<file path="config.mk">
export PLATFORM = sky130hd
export DESIGN_NAME = smd_top
export DESIGN_NICKNAME = d
export VERILOG_FILES = /design/src/smd_pkg.sv /design/src/smd_pin_if.sv /design/src/smd_pin_sync.sv /design/src/smd_top.sv
export VERILOG_INCLUDE_DIRS = /design/src
export SDC_FILE = /design/constraint.sdc
export NUM_CORES = 1
export LEC_CHECK = 0
export ABC_AREA = 1
export ABC_CLOCK_PERIOD_IN_PS = 12800
export BUFFER_PORTS_ARGS = -buffer_cell sky130_fd_sc_hd__buf_2
export CAP_MARGIN = 20
export CORE_ASPECT_RATIO = 0.9
export CORE_MARGIN = 3
export CORE_UTILIZATION = 25
export CTS_BUF_LIST = sky130_fd_sc_hd__clkbuf_16
export DETAILED_ROUTE_END_ITERATION = 10
export GPL_TIMING_DRIVEN = 0
export PLACE_DENSITY = 0.46
export SLEW_MARGIN = 20
export SYNTH_ARGS = -nofsm -noshare
export SYNTH_HDL_FRONTEND = slang
export SYNTH_SLANG_ARGS = --single-unit
</file>
<file path="constraint.sdc">
create_clock -name CLK -period 12.8 [get_ports CLK]
set_input_delay 0 -clock CLK [delete_from_list [all_inputs] [get_ports CLK]]
set_output_delay 0 -clock CLK [all_outputs]
set_load 0.005 [all_outputs]
</file>
<file path="src/smd_params.svh">
`ifndef SMD_PARAMS_SVH
`define SMD_PARAMS_SVH

// register port geometry
`define SMD_ADDR_W 8
`define SMD_DATA_W 32

// register byte offsets
`define SMD_OFS_CTRL 8'h00
`define SMD_OFS_POS_START 8'h04
`define SMD_OFS_POS_END 8'h08
`define SMD_OFS_POS_MID 8'h0c
`define SMD_OFS_PROF_START 8'h10
`define SMD_OFS_PROF_END 8'h14
`define SMD_OFS_PROF_MID 8'h18
`define SMD_OFS_BAND 8'h1c
`define SMD_OFS_STATUS 8'h20

// control word fields
`define SMD_CTRL_PAT_LSB 0
`define SMD_CTRL_PAT_MSB 1
`define SMD_CTRL_LOCK_BIT 8

// move profile word fields
`define SMD_PROF_SPD_LSB 0
`define SMD_PROF_SPD_MSB 15
`define SMD_PROF_ACC_LSB 16
`define SMD_PROF_ACC_MSB 23
`define SMD_PROF_PUSH_BIT 24

// status word fields
`define SMD_STAT_ST0_BIT 0
`define SMD_STAT_ST1_BIT 1
`define SMD_STAT_HOLD_BIT 2
`define SMD_STAT_HALT_BIT 3
`define SMD_STAT_REQ_BIT 4
`define SMD_STAT_DST_LSB 5
`define SMD_STAT_DST_MSB 6
`define SMD_STAT_DET_LSB 7
`define SMD_STAT_DET_MSB 9
`define SMD_STAT_RUN_BIT 10

// reset values
`define SMD_RST_PROF 32'h0000_0000
`define SMD_RST_BAND 16'h0004

// operation pattern codes
`define SMD_CODE_SINGLE 2'h0
`define SMD_CODE_DOUBLE 2'h1
`define SMD_CODE_MID_ON 2'h2
`define SMD_CODE_MID_OFF 2'h3

// pin filter: idle levels of {hold_n, second, first}
`define SMD_PIN_RST 3'h4

`endif

</file>
<file path="src/smd_pkg.sv">
`include "smd_params.svh"

package smd_pkg;

    // operation pattern, fixed at configuration time
    typedef enum logic [1:0] {
        PAT_SINGLE = `SMD_CODE_SINGLE,
        PAT_DOUBLE = `SMD_CODE_DOUBLE,
        PAT_MID_ON = `SMD_CODE_MID_ON,
        PAT_MID_OFF = `SMD_CODE_MID_OFF
    } smd_pat_t;

    // block state, one-hot
    typedef enum logic [1:0] {
        ST_CFG = 2'b01,
        ST_RUN = 2'b10
    } smd_state_t;

    // commanded destination
    typedef enum logic [1:0] {
        DST_NONE = 2'h0,
        DST_START = 2'h1,
        DST_END = 2'h2,
        DST_MID = 2'h3
    } smd_dst_t;

endpackage : smd_pkg

</file>
<file path="src/smd_pin_if.sv">
`timescale 1ns/1ns
`default_nettype none

// raw pin levels in, filtered levels out
interface smd_pin_if #(parameter int N = 3);
    logic [N-1:0] raw;
    logic [N-1:0] clean;
    modport filt (input raw, output clean);
    modport user (output raw, input clean);
endinterface : smd_pin_if

`default_nettype wire

</file>
<file path="src/smd_pin_sync.sv">
`timescale 1ns/1ns
`default_nettype none

module smd_pin_sync #(
    parameter int N = 3,
    parameter logic [N-1:0] RST_VAL = '0
) (
    // clock and reset
    input wire logic clk,
    input wire logic rst_n,
    // pins
    smd_pin_if.filt pins
);
    logic [N-1:0] s1_reg;
    logic [N-1:0] s2_reg;
    logic [N-1:0] s3_reg;
    logic [N-1:0] clean_reg;
    logic [N-1:0] clean_next;
    wire [N-1:0] agree;

    // a level counts once stages two and three agree; s1 feeds s2 only
    assign agree = ~(s2_reg ^ s3_reg);
    assign clean_next = (agree & s3_reg) | (~agree & clean_reg);
    assign pins.clean = clean_reg;

    // three-stage chain plus filtered level
    always_ff @(posedge clk) begin
        if (!rst_n) begin
            s1_reg <= RST_VAL;
            s2_reg <= RST_VAL;
            s3_reg <= RST_VAL;
            clean_reg <= RST_VAL;
        end else begin
            s1_reg <= pins.raw;
            s2_reg <= s1_reg;
            s3_reg <= s2_reg;
            clean_reg <= clean_next;
        end
    end
endmodule : smd_pin_sync

`default_nettype wire

</file>
<file path="src/smd_top.sv">
//
// Overview of operation
// single mode: first input ON moves to end
// single mode: first input OFF returns to start
// double mode: second input turning ON goes end
// double mode: first input turning ON goes start
// both-ON variant: both ON positions to middle
// both-ON variant: both OFF halts in place
// both-OFF variant: both OFF positions to middle
// both-OFF variant: both ON halts in place
// separate start and end targets held
// separate intermediate target held
// each move carries speed, acceleration, push option
// pattern fixed once configuration is locked
// active-low output idles high; low input acts
// detect outputs follow actuator at each target
// controller holds move inputs steady during moves
//
`timescale 1ns/1ns
`default_nettype none

`include "smd_params.svh"

module smd_top #(
    parameter int POS_W = 16
) (
    // clock and reset
    input wire logic CLK,
    input wire logic RSTN,
    // register port
    input wire logic [`SMD_ADDR_W-1:0] REG_ADDR,
    input wire logic [`SMD_DATA_W-1:0] REG_WDATA,
    input wire logic REG_WR,
    input wire logic REG_RD,
    output logic [`SMD_DATA_W-1:0] REG_RDATA,
    // move inputs from the controller pins
    input wire logic MOVE_CMD_FIRST,
    input wire logic MOVE_CMD_SECOND,
    input wire logic HOLD_N,
    // motion generator side
    input wire logic [POS_W-1:0] CUR_POS,
    output logic [POS_W-1:0] TGT_POS,
    output logic [15:0] TGT_SPEED,
    output logic [7:0] TGT_ACCEL,
    output logic TGT_PUSH,
    output logic MOVE_REQ,
    output logic MOVE_HALT,
    // position detection to the controller
    output logic START_POS_DETECT,
    output logic END_POS_DETECT,
    output logic MID_POS_DETECT,
    output logic MOVE_ACT_N
);
    import smd_pkg::*;

    // closeness test, shared by the three detectors and the busy flag
    function automatic logic near_pos(input logic [POS_W-1:0] a,
                                      input logic [POS_W-1:0] b,
                                      input logic [15:0] band);
        logic [POS_W-1:0] diff;
        diff = (a >= b) ? (a - b) : (b - a);
        near_pos = ({16'h0, diff} <= {{POS_W{1'b0}}, band});
    endfunction : near_pos

    // destination code to table index; none maps to start, unused then
    function automatic logic [1:0] dst_idx(input smd_dst_t d);
        dst_idx = (d == DST_NONE) ? 2'h0 : (2'(d) - 2'h1);
    endfunction : dst_idx

    // ---------------- pin filtering ----------------
    smd_pin_if #(.N(3)) pins ();

    assign pins.raw = {HOLD_N, MOVE_CMD_SECOND, MOVE_CMD_FIRST};

    smd_pin_sync #(
        .N(3),
        .RST_VAL(`SMD_PIN_RST)
    ) u_pin_sync (
        .clk(CLK),
        .rst_n(RSTN),
        .pins(pins)
    );

    wire st0_c = pins.clean[0];
    wire st1_c = pins.clean[1];
    wire hold_c = pins.clean[2];

    // ---------------- register file ----------------
    smd_pat_t pat_reg;
    smd_pat_t pat_next;
    logic lock_reg;
    logic lock_next;
    logic [POS_W-1:0] pos_reg [0:2];
    logic [`SMD_DATA_W-1:0] prof_reg [0:2];
    logic [15:0] band_reg;
    logic [`SMD_DATA_W-1:0] rdata_reg;

    // address decode
    wire wr_ctrl = REG_WR && (REG_ADDR == `SMD_OFS_CTRL);
    wire wr_band = REG_WR && (REG_ADDR == `SMD_OFS_BAND);
    wire [2:0] wr_pos;
    wire [2:0] wr_prof;
    assign wr_pos[0] = REG_WR && (REG_ADDR == `SMD_OFS_POS_START);
    assign wr_pos[1] = REG_WR && (REG_ADDR == `SMD_OFS_POS_END);
    assign wr_pos[2] = REG_WR && (REG_ADDR == `SMD_OFS_POS_MID);
    assign wr_prof[0] = REG_WR && (REG_ADDR == `SMD_OFS_PROF_START);
    assign wr_prof[1] = REG_WR && (REG_ADDR == `SMD_OFS_PROF_END);
    assign wr_prof[2] = REG_WR && (REG_ADDR == `SMD_OFS_PROF_MID);

    // pattern accepted only until lock; lock clears only with reset
    assign lock_next = lock_reg | (wr_ctrl & REG_WDATA[`SMD_CTRL_LOCK_BIT]);
    assign pat_next = (wr_ctrl && !lock_reg) ?
        smd_pat_t'(REG_WDATA[`SMD_CTRL_PAT_MSB:`SMD_CTRL_PAT_LSB]) : pat_reg;

    // control word
    always_ff @(posedge CLK) begin
        if (!RSTN) begin
            pat_reg <= PAT_SINGLE;
            lock_reg <= 1'b0;
        end else begin
            pat_reg <= pat_next;
            lock_reg <= lock_next;
        end
    end

    // three target positions and their move profiles
    always_ff @(posedge CLK) begin
        if (!RSTN) begin
            for (int i = 0; i < 3; i++) begin
                pos_reg[i] <= '0;
                prof_reg[i] <= `SMD_RST_PROF;
            end
        end else begin
            for (int i = 0; i < 3; i++) begin
                if (wr_pos[i]) begin
                    pos_reg[i] <= REG_WDATA[POS_W-1:0];
                end
                if (wr_prof[i]) begin
                    prof_reg[i] <= REG_WDATA;
                end
            end
        end
    end

    // detection window
    always_ff @(posedge CLK) begin
        if (!RSTN) begin
            band_reg <= `SMD_RST_BAND;
        end else if (wr_band) begin
            band_reg <= REG_WDATA[15:0];
        end
    end

    // named views for the assertions
    wire [POS_W-1:0] pos_start = pos_reg[0];
    wire [POS_W-1:0] pos_end = pos_reg[1];
    wire [POS_W-1:0] pos_mid = pos_reg[2];
    wire [`SMD_DATA_W-1:0] prof_end = prof_reg[1];

    // ---------------- state ----------------
    smd_state_t state_reg;
    smd_state_t state_next;

    // no motion until configuration is locked; stays running until reset
    always_comb begin
        unique case (state_reg)
            ST_CFG: state_next = lock_reg ? ST_RUN : ST_CFG;
            ST_RUN: state_next = ST_RUN;
            default: state_next = ST_CFG;
        endcase
    end

    always_ff @(posedge CLK) begin
        if (!RSTN) begin
            state_reg <= ST_CFG;
        end else begin
            state_reg <= state_next;
        end
    end

    wire run = (state_reg == ST_RUN);

    // ---------------- move decoding ----------------
    smd_dst_t dst_reg;
    logic st0_d_reg;
    logic st1_d_reg;
    logic halt_reg;

    // turn-on detection for the double mode
    wire rose0 = st0_c & ~st0_d_reg;
    wire rose1 = st1_c & ~st1_d_reg;
    wire both_on = st0_c & st1_c;
    wire both_off = ~st0_c & ~st1_c;
    wire only0 = st0_c & ~st1_c;
    wire only1 = ~st0_c & st1_c;

    // per-pattern destinations; levels, not pulses, drive most modes
    wire smd_dst_t single_dst = st0_c ? DST_END : DST_START;
    wire smd_dst_t double_dst = (rose1 && !rose0) ? DST_END :
        ((rose0 && !rose1) ? DST_START : dst_reg);
    wire smd_dst_t mid_on_dst = both_on ? DST_MID :
        (only0 ? DST_START : (only1 ? DST_END : dst_reg));
    wire smd_dst_t mid_off_dst = both_off ? DST_MID :
        (only0 ? DST_START : (only1 ? DST_END : dst_reg));

    // halt in place: the unused combination of the three-point mode
    wire pat_halt = ((pat_reg == PAT_MID_ON) && both_off) ||
                    ((pat_reg == PAT_MID_OFF) && both_on);

    wire smd_dst_t dst_sel =
        (pat_reg == PAT_SINGLE) ? single_dst :
        ((pat_reg == PAT_DOUBLE) ? double_dst :
        ((pat_reg == PAT_MID_ON) ? mid_on_dst : mid_off_dst));

    wire smd_dst_t dst_next = run ? dst_sel : DST_NONE;
    wire halt_next = run && (pat_halt || !hold_c);
    wire req_next = run && (dst_next != DST_NONE) && !halt_next;

    // target and profile of the chosen destination
    wire [1:0] sel = dst_idx(dst_next);
    wire [POS_W-1:0] pos_sel = pos_reg[sel];
    wire [`SMD_DATA_W-1:0] prof_sel = prof_reg[sel];
    wire arrived = near_pos(CUR_POS, pos_sel, band_reg);

    // detection against each stored target
    wire [2:0] det_next;
    assign det_next[0] = near_pos(CUR_POS, pos_reg[0], band_reg);
    assign det_next[1] = near_pos(CUR_POS, pos_reg[1], band_reg);
    assign det_next[2] = near_pos(CUR_POS, pos_reg[2], band_reg);

    // decoder state and edge history
    always_ff @(posedge CLK) begin
        if (!RSTN) begin
            dst_reg <= DST_NONE;
            st0_d_reg <= 1'b0;
            st1_d_reg <= 1'b0;
            halt_reg <= 1'b0;
        end else begin
            dst_reg <= dst_next;
            st0_d_reg <= st0_c;
            st1_d_reg <= st1_c;
            halt_reg <= halt_next;
        end
    end

    // outputs to the motion generator, one cycle after decode
    always_ff @(posedge CLK) begin
        if (!RSTN) begin
            TGT_POS <= '0;
            TGT_SPEED <= 16'h0;
            TGT_ACCEL <= 8'h0;
            TGT_PUSH <= 1'b0;
            MOVE_REQ <= 1'b0;
        end else begin
            TGT_POS <= pos_sel;
            TGT_SPEED <= prof_sel[`SMD_PROF_SPD_MSB:`SMD_PROF_SPD_LSB];
            TGT_ACCEL <= prof_sel[`SMD_PROF_ACC_MSB:`SMD_PROF_ACC_LSB];
            TGT_PUSH <= prof_sel[`SMD_PROF_PUSH_BIT];
            MOVE_REQ <= req_next;
        end
    end

    // detection and busy outputs; busy idles high (active low)
    always_ff @(posedge CLK) begin
        if (!RSTN) begin
            START_POS_DETECT <= 1'b0;
            END_POS_DETECT <= 1'b0;
            MID_POS_DETECT <= 1'b0;
            MOVE_ACT_N <= 1'b1;
        end else begin
            START_POS_DETECT <= det_next[0];
            END_POS_DETECT <= det_next[1];
            MID_POS_DETECT <= det_next[2];
            MOVE_ACT_N <= !(req_next && !arrived);
        end
    end

    assign MOVE_HALT = halt_reg;

    // ---------------- readback ----------------
    wire [`SMD_DATA_W-1:0] ctrl_word = {23'h0, lock_reg, 6'h0, 2'(pat_reg)};
    wire [`SMD_DATA_W-1:0] stat_word = {21'h0, run, det_next,
        2'(dst_reg), MOVE_REQ, halt_reg, hold_c, st1_c, st0_c};
    wire [`SMD_DATA_W-1:0] rd_mux =
        (REG_ADDR == `SMD_OFS_CTRL) ? ctrl_word :
        (REG_ADDR == `SMD_OFS_POS_START) ? `SMD_DATA_W'(pos_reg[0]) :
        (REG_ADDR == `SMD_OFS_POS_END) ? `SMD_DATA_W'(pos_reg[1]) :
        (REG_ADDR == `SMD_OFS_POS_MID) ? `SMD_DATA_W'(pos_reg[2]) :
        (REG_ADDR == `SMD_OFS_PROF_START) ? prof_reg[0] :
        (REG_ADDR == `SMD_OFS_PROF_END) ? prof_reg[1] :
        (REG_ADDR == `SMD_OFS_PROF_MID) ? prof_reg[2] :
        (REG_ADDR == `SMD_OFS_BAND) ? {16'h0, band_reg} :
        (REG_ADDR == `SMD_OFS_STATUS) ? stat_word : 32'h0;

    // read data only in the cycle after the strobe
    always_ff @(posedge CLK) begin
        if (!RSTN) begin
            rdata_reg <= 32'h0;
        end else begin
            rdata_reg <= REG_RD ? rd_mux : 32'h0;
        end
    end

    assign REG_RDATA = rdata_reg;
endmodule : smd_top

`default_nettype wire

</file>
# Word level (Yosys, flattened, before mapping)
# Memories as Yosys holds them, arrays and structs flattened. A register that Yosys moved wholly into a read port is not among the register bits.
# Cells that the tools add are included.
[word_totals] ff_bits=91 ram_bits=144 input_bits=63 out_inout_bits=79 word_cells=165 n_memories=2
[op_classes] addsub=9 magnitude_cmp=8 n_eq_ne=13 muxes=52 bitwise_logic=26 reduce_logical=34
[mem_list] name="prof_reg" depth=3 word_bits=32 rd=4 rd_ports_with_merged_regs=1 write_ports=3 line_no="smd_top.sv:94" source="logic [`SMD_DATA_W-1:0] prof_reg [0:2];"
[mem_list] name="pos_reg" depth=3 word_bits=16 rd=4 rd_ports_with_merged_regs=0 write_ports=3 line_no="smd_top.sv:93" source="logic [POS_W-1:0] pos_reg [0:2];"
[op_table] operator="32-bit 2-to-1 mux" n=6
[op_table] operator="16-bit 2-to-1 mux" n=11
[op_table] operator="16-bit subtractor" n=8
[op_table] operator="16-bit greater-or-equal comparator" n=4
[op_table] operator="16-bit <= comparator" n=4
[op_table] operator="8-bit by 5-bit == test with 1-bit output (second input constant)" n=4
[op_table] operator="2-bit 2-to-1 mux" n=13
[op_table] operator="1-bit 2-to-1 mux" n=19
[op_table] operator="1-bit logical AND" n=17
[op_table] operator="8-bit by 4-bit == test with 1-bit output (second input constant)" n=2
[op_table] operator="11-bit 2-to-1 mux" n=1
[op_table] operator="9-bit 2-to-1 mux" n=1
[op_table] operator="8-bit by 3-bit == test with 1-bit output (second input constant)" n=1
[op_table] operator="8-bit by 6-bit == test with 1-bit output (second input constant)" n=1
[op_table] operator="1-bit zero test" n=8
[op_table] operator="8-bit zero test" n=1
[op_table] operator="1-bit AND" n=7
[op_table] operator="1-bit OR" n=7
[op_table] operator="3-bit AND" n=2
[op_table] operator="2-bit == test (second input constant)" n=3
[op_table] operator="1-bit inverter" n=6
[op_table] operator="3-bit inverter" n=2
[op_table] operator="6-bit OR reduction" n=1
[op_table] operator="2-bit by 1-bit == test with 1-bit output (second input constant)" n=2
[op_table] operator="other kinds (9)" n=11

# Depth between registers and ports, before layout
# Gate-level depths: netlist of the first run.
# An unclocked memory read counts as a cell.
[logic_depth] depth_word=18 depth_mapped=34 mapped_depth_nobuf=32

# Modules after synthesis
# Synthesis of the first run repeated with hierarchy kept, for this count alone.
[hier_totals] hier_cells=2393 area_unflattened_um2=18283.8
[modules_own_cells] module="smd_top" n_inst=1 cells_each=2349 area_each_um2=17898.4 seq_area_each_um2=6406.1
[modules_own_cells] module="smd_pin_sync" n_inst=1 cells_each=44 area_each_um2=385.4 seq_area_each_um2=240.2

# Worst setup path after synthesis of the first run
# No wires, ideal clock.
[synth_path] path_type="register -> register" from="register (tool-made name)" to="register MOVE_ACT_N" setup_time_ns=0.125 arrival_ns=3.967 required_ns=12.675 path_slack_ns=8.708 stages_incl_launch_ff=33 path_buffers=2 synth_period_minus_slack_ns=4.092 path_cell_list="dfxtp_1 inv_2 or2_1 nand3_2 nand2_1 nand2_2 nand4_4 inv_2 nand2_2 buf_6 nor2_2 nor3_4 ha_1 fa_1 inv_1 a21oi_1 o21ai_1 nand2_1 nand3_2 inv_2 buf_6 nand2_1 nand2_1 xnor2_1 inv_1 ha_1 nand2_1 inv_1 nand3_1 nor3_1 nand2_1 o2111ai_1 nand3_1"
[synth_rtl] element="end signal: assignment" line_no="smd_top.sv:274" source="MOVE_ACT_N <= !(req_next && !arrived);"
[synth_rtl] element="end: declaration" line_no="smd_top.sv:52" source="output logic MOVE_ACT_N"

==> out/metrics.cfg, run 1 <==
[status]
status = finished, final reports clean

[critical_path]
end_kind = flop
criticalPathCategory = reg -> reg
critical_path_arrival_ns = 5.99
slowest_stage = dfxtp_1
critPathTopFamily = compound AO/OA/AOI/OAI gates
required_ns = 13.26
critPathLaunchType = flop
path_buf_inv = 8
reg2reg_slack_ns = 7.27
rr_endpoint = MOVE_ACT_N
cp_max_fo = 10
reg2reg_depth = 29
cpPeakStageDelay_ns = 0.43

[final_layout]
utilization_pct = 30.2
regArea_um2 = 6650
fillers = 7810
n_antenna_cell = 0
final_cell_area_um2 = 21800
layout.nets = 2820
multi_input_area_um2 = 9840
largest_reg_flops = 96
area_growth_pct = 19.0
drive_gt1_share_pct = 12.1
fin_cells = 3534

[routing]
drtPass1Iterations = 5
antenna_left = 0
drt_wl_total_um = 80500
viasPerCell = 4.88
post-route-drc-count = 0
drt_iter0_drc = 1468
routedWlPerCell_um = 22.8
vias = 17234

[place]
io_buffers = 141
pre_cts_slack_ns = 7.31
gp_congestion = 0.956
place_hpwl_um = 64700
dp.cells = 3436
dpl_cell_area_um2 = 20400

[floorplanning]
io_pins = 142
die-area_um2 = 76500
start_util_pct = 25.4
core_area_um2 = 72000
core.rowCount = 93
die_w_um = 291
die_h_um = 263

[sta]
slew_violations = 0
fin_crit_sh_pct = 43.2
setup_viol = 0
postLayoutSetupSlackWorst_ns = 7.27
tns_ns = 0
max_freq_mhz = 181
tightest_slew_ns = 0.972
fin_worst_skew_ns = 0.0161
holdWs_ns = 0.0597
min_period_ns = 5.53
hold_viol = 0
max-slew-margin-rel_pct = 35.2
rsz0062_at_grt = false

[synthesis]
yosys-top-cells-count = nand2_1, inv_1, a21oi_1, nor2_1, ha_1
synth_area_per_cell_um2 = 7.83
synth_area_leader_cell = edfxtp_1
ys_seq_elements = 260
yosysMostFrequentCell = nand2_1
async_reset_ff_share_pct = 0
seq_area_frac_synth_pct = 36.3
synth_edf_count = 144
yosys.area.top_type_share_pct = 23.6
synth.distinct_cells = 56
yosysWarnings = 0
syn_area_um2 = 18300
syn_nets = 2599
syn_inst = 2338
ys_top_cells_by_area = edfxtp_1, ha_1, dfxtp_1, nand2_1, inv_1
synth-main-ff-cell = edfxtp_1

[cts]
cts-buffers-inserted = 31
h-tree-depth = 1
cts.root.buffer_cell = clkbuf_16
clk_pin_slew_ns = 0.06
cts_resized = 0
clock_latency_ns = 0.61
cts_sinks = 260
cts_setup_buffers = 0
clock_path_buffers = 3
cts_tree = done

[power_and_ir_drop]
vdd_drop_max_mv = 0.103
p_sw_uw = 832
seq_power_share_pct = 37.9
pwr-share-clk_pct = 35.9
p_total_mw = 2.48
p_per_area_nw_per_um2 = 114
intPower_mw = 1.65
combPwrFrac_pct = 26.2
power_leakage_nw = 10.2
swShare_pct = 33.5

[global_route]
antenna_found_initial = 2
grt_pass1_wl_um = 115000
grt_pass1_vias = 16599
grt_max_degree = 19
grt_use_met2_pct = 30.4
use_met1_pct = 29.6
gr-usage-met3_pct = 4.50
grt.total_usage_pct = 20.3
grt_overflow = 0
grt.busiest_layer = met2

[job]
drv_cap = 0

[worst_hold_path]
holdPathStages = 5
min_from = REG_ADDR[3]
whs_endpoint = REG_RDATA[24]
hold_path.class = in -> reg

-- repair_timing --
action / 4_1_cts / 5_1_grt
hold endpoints to repair: 170 / 0
setup endpoints to repair: 0 / 0
hold buffers: 40 / 0
-- routing by layer --
layer	vias to the layer above	share of wire (%)
met5	-	0.016
met4	2	2.5
met3	77	8.5
met2	656	42
met1	8346	47
li1	8153	-
-- how the worst max path moves through the flow --
stage                 endpoint  slack (ns)  cells past startpoint
2_1_floorplan       MOVE_ACT_N        8.71                     32
3_3_place_gp   prof_reg[0][26]        6.12                      9
3_5_place_dp        MOVE_ACT_N        7.31                     29
4_1_cts             MOVE_ACT_N        7.31                     29
5_1_grt             MOVE_ACT_N        6.83                     29
6_report            MOVE_ACT_N        7.27                     29
-- cell type report --
type                            count  area share (%)
Multi-Input combinational cell   1608            45.2
Sequential cell                   260            30.5
Inverter                          413            7.13
Timing Repair Buffer              188            5.68
Tap cell                          950            5.46
Clock buffer                       31            3.56
Buffer                             57            1.40
Clock inverter                     27            1.03
-- worst register-to-register path: cells and delay by family, from the launching register on --
kind	cells	cell delay, ns
buffers and inverters	8	0.86
DFF	1	0.43
adders and majority gates	2	0.68
and+or+nand+nor	11	1.58
AOI/OAI and AO/OA	7	1.70
xor gates and xnor gates	1	0.16
-- placed cells by master, fill, tap and decap left out, drive strengths merged, types with 11 or more instances in the layout --
cell / n
ha: 190
clkinv: 15
a221oi: 19
o211ai: 15
a21oi: 200
inv: 421
o2111ai: 17
o21ai: 169
o21a: 13
nor2: 218
buf: 178
mux2i: 11
nand3: 85
nand4: 15
xor2: 37
o221ai: 17
xnor2: 25
nand2: 472
nor3: 27
a21o: 17
edfxtp: 144
dfxtp: 116
clkbuf: 58
dlygate4sd3: 40
-- logic make-up after synthesis --
| group | synth area share, % |
|---|---|
| AND/OR/NAND/NOR | 19.3 |
| AO/OA/AOI/OAI | 16.4 |
| buffers and inverters | 10.2 |
| flip-flops | 36.3 |
| XOR/XNOR | 2.97 |
| multiplexers | 1.03 |
| adder cells (fa/ha/maj) | 13.9 |
-- power by group through the flow --
stage	combinational [mW]	sequential, mW	clock, mW
6_report	0.650	0.941	0.891
5_1_grt	0.729	0.944	0.944
4_1_cts	0.646	0.940	0.912
3_5_place_dp	0.632	0.958	0
3_3_place_gp	0.622	0.960	0
2_1_floorplan	0.417	0.949	0
(Power assumes the default switching activity.)
==> run 2, diff against run 1 <==
ABC_CLOCK_PERIOD_IN_PS = 4500   (was 12800)
PLACE_DENSITY = 0.47   (was 0.46)
clock period = 4.5 ns   (was 12.8 ns; I/O delays follow)
==> out/metrics.cfg, run 2 (synthesis results as in run 1) <==
[routing]
drtPass1Iterations = 6  ; +1
drt_wl_total_um = 83200  ; +3.4%
vias = 17798  ; +3.3%
viasPerCell = 4.94  ; +1.2%
post-route-drc-count = 0  ; unchanged
antenna_left = 0  ; unchanged
drt_iter0_drc = 1591  ; +8.4%
routedWlPerCell_um = 23.1  ; +1.4%

[cts]
cts_sinks = 260  ; unchanged
cts_tree = done
h-tree-depth = 2  ; +1
clk_pin_slew_ns = 0.05  ; about the same
cts.root.buffer_cell = clkbuf_16
clock_latency_ns = 0.57  ; -0.04 ns
clock_path_buffers = 3  ; unchanged
cts-buffers-inserted = 35  ; +13%

[sta]
rsz0062_at_grt = true
max-slew-margin-rel_pct = 31.0  ; -4.3 points
postLayoutSetupSlackWorst_ns = 0.0210  ; -7.25 ns
hold_viol = 0  ; unchanged
tightest_slew_ns = 1.04  ; +0.0638 ns
fin_crit_sh_pct = 99.5  ; +56 points
holdWs_ns = 0.0505  ; -0.00913 ns
max_freq_mhz = 223  ; +23%
fin_worst_skew_ns = 0.0323  ; +0.0163 ns
slew_violations = 0  ; unchanged
min_period_ns = 4.48  ; -1.05 ns
setup_viol = 0  ; unchanged
tns_ns = 0  ; unchanged

[place]
dpl_cell_area_um2 = 20400  ; +0.35%
dp.cells = 3438  ; +0.058%
place_hpwl_um = 64900  ; +0.36%
gp_congestion = 0.928  ; -2.9%
pre_cts_slack_ns = -0.940  ; -8.25 ns
io_buffers = 141  ; unchanged

[job]
drv_cap = 0  ; unchanged

[floorplanning]
io_pins = 142  ; unchanged
die_h_um = 263  ; unchanged
die-area_um2 = 76500  ; unchanged
start_util_pct = 25.4  ; unchanged
core_area_um2 = 72000  ; unchanged
core.rowCount = 93  ; unchanged
die_w_um = 291  ; unchanged

[final_layout]
layout.nets = 2887  ; +2.4%
multi_input_area_um2 = 10700  ; +8.8%
area_growth_pct = 28.3
largest_reg_flops = 96  ; unchanged
final_cell_area_um2 = 23500  ; +7.9%
final_common_cell = nand2_1
drive_gt1_share_pct = 19.5  ; +7.4 points
regArea_um2 = 6650  ; +0.11%
utilization_pct = 32.6  ; +2.4 points
fillers = 7630  ; -2.3%
mostFrequentLayoutCells = nand2_1, inv_1, nor2_1, a21oi_1, buf_2
fin_cells = 3605  ; +2.0%

[critical_path]
critical_path_arrival_ns = 4.89  ; -1.10 ns
required_ns = 4.91  ; -8.35 ns
slowest_stage = dfxtp_4
criticalPathCategory = reg -> reg
end_kind = flop
cpPeakStageDelay_ns = 0.35  ; -0.08 ns
cp_max_fo = 7  ; -3
critPathLaunchType = flop
path_buf_inv = 7  ; -1
critPathTopFamily = simple AND/OR/NAND/NOR gates

[global_route]
grt_pass1_wl_um = 119000  ; +2.9%
grt.total_usage_pct = 20.9  ; +0.56 points
grt_pass1_vias = 17314  ; +4.3%
grt_max_degree = 17  ; -2
grt_overflow = 0  ; unchanged
antenna_found_initial = 4  ; +2

[status]
status = finished, final reports clean

[worst_hold_path]
min_from = REG_RD
hold_path.class = in -> reg

[power_and_ir_drop]
p_total_mw = 7.60  ; +210%
p_per_area_nw_per_um2 = 324  ; +180%
swShare_pct = 33.2  ; -0.37 points
intPower_mw = 5.08  ; +210%
pwr-share-clk_pct = 37.2  ; +1.3 points
combPwrFrac_pct = 27.6  ; +1.4 points
p_sw_mw = 2.52  ; +200%
vdd_drop_max_mv = 0.229  ; +120%
power_leakage_nw = 10.7  ; +5.3%
seq_power_share_pct = 35.2  ; -2.7 points

-- run 2: changes by cell type in the layout (fill, tap and decap cells not counted), moves of 8 or more --
| cell | change |
|---|---|
| nor2_4 | +9 |
| a21oi_2 | +13 |
| nand2_2 | +16 |
| o21ai_2 | +8 |
| ha_4 | +29 |
| o21ai_0 | -14 |
| inv_1 | -10 |
| ha_2 | +15 |
| ha_1 | -44 |
| a21oi_1 | -15 |
| nand2_1 | -21 |
| inv_2 | +9 |
| buf_4 | +53 |
-- run 2: path summary, 6_finish.rpt --
path,to,slack (ns),depth (start not counted)
min reg2reg,u_pin_sync.s2_reg[1],0.42,2
min,REG_RDATA[8],0.05,5
max,MOVE_ACT_N,0.02,28
max reg2reg,MOVE_ACT_N,0.02,28
-- run 2: routing by layer --
metal / global-route usage [%] / share of wire (%)
met5: 0 / 0.035
met3: 4.55 / 8.8
met1: 30.1 / 46
met4: 5.07 / 2.4
met2: 31.7 / 43
-- run 2: worst register-to-register path, delay by kind of cell (launching register included) --
kind                     cells  cell delay [ns]
AND/OR/NAND/NOR             14             1.76
buffers and inverters        7             0.62
adder cells (fa/ha/maj)      2             0.60
AO/OA/AOI/OAI                3             0.53
flip-flops                   1             0.35
multiplexers                 1             0.31
XOR/XNOR                     1             0.18
-- run 2: layout make-up --
| cell class | instances | share of cell area, % |
|---|---|---|
| Antenna cell | 2 | 0.0213 |
| Buffer | 53 | 1.35 |
| Clock buffer | 37 | 3.94 |
| Clock inverter | 27 | 0.970 |
| Inverter | 413 | 6.65 |
| Multi-Input combinational cell | 1608 | 45.6 |
| Sequential cell | 260 | 28.3 |
| Tap cell | 950 | 5.06 |
| Timing Repair Buffer | 255 | 8.08 |
-- run 2: power by group through the flow --
stage	sequential [mW]	clock [mW]	combinational (mW)
floorplan	2.70	0	1.19
global placement	2.73	0	1.77
detailed placement	2.73	0	1.80
CTS	2.67	2.88	1.92
global route	2.68	2.98	2.32
finish	2.67	2.83	2.10
-- run 2: repair_timing --
| action | 4_1_cts | 5_1_grt |
|---|---|---|
| setup endpoints to repair | 3 | 5 |
| pin swaps | 19 | 48 |
| hold buffers | 39 | 0 |
| setup buffers | 23 | 42 |
| gates resized for setup | 77 | 145 |
| cloned | 0 | 1 |
| endpoints found under the hold margin | 166 | 0 |
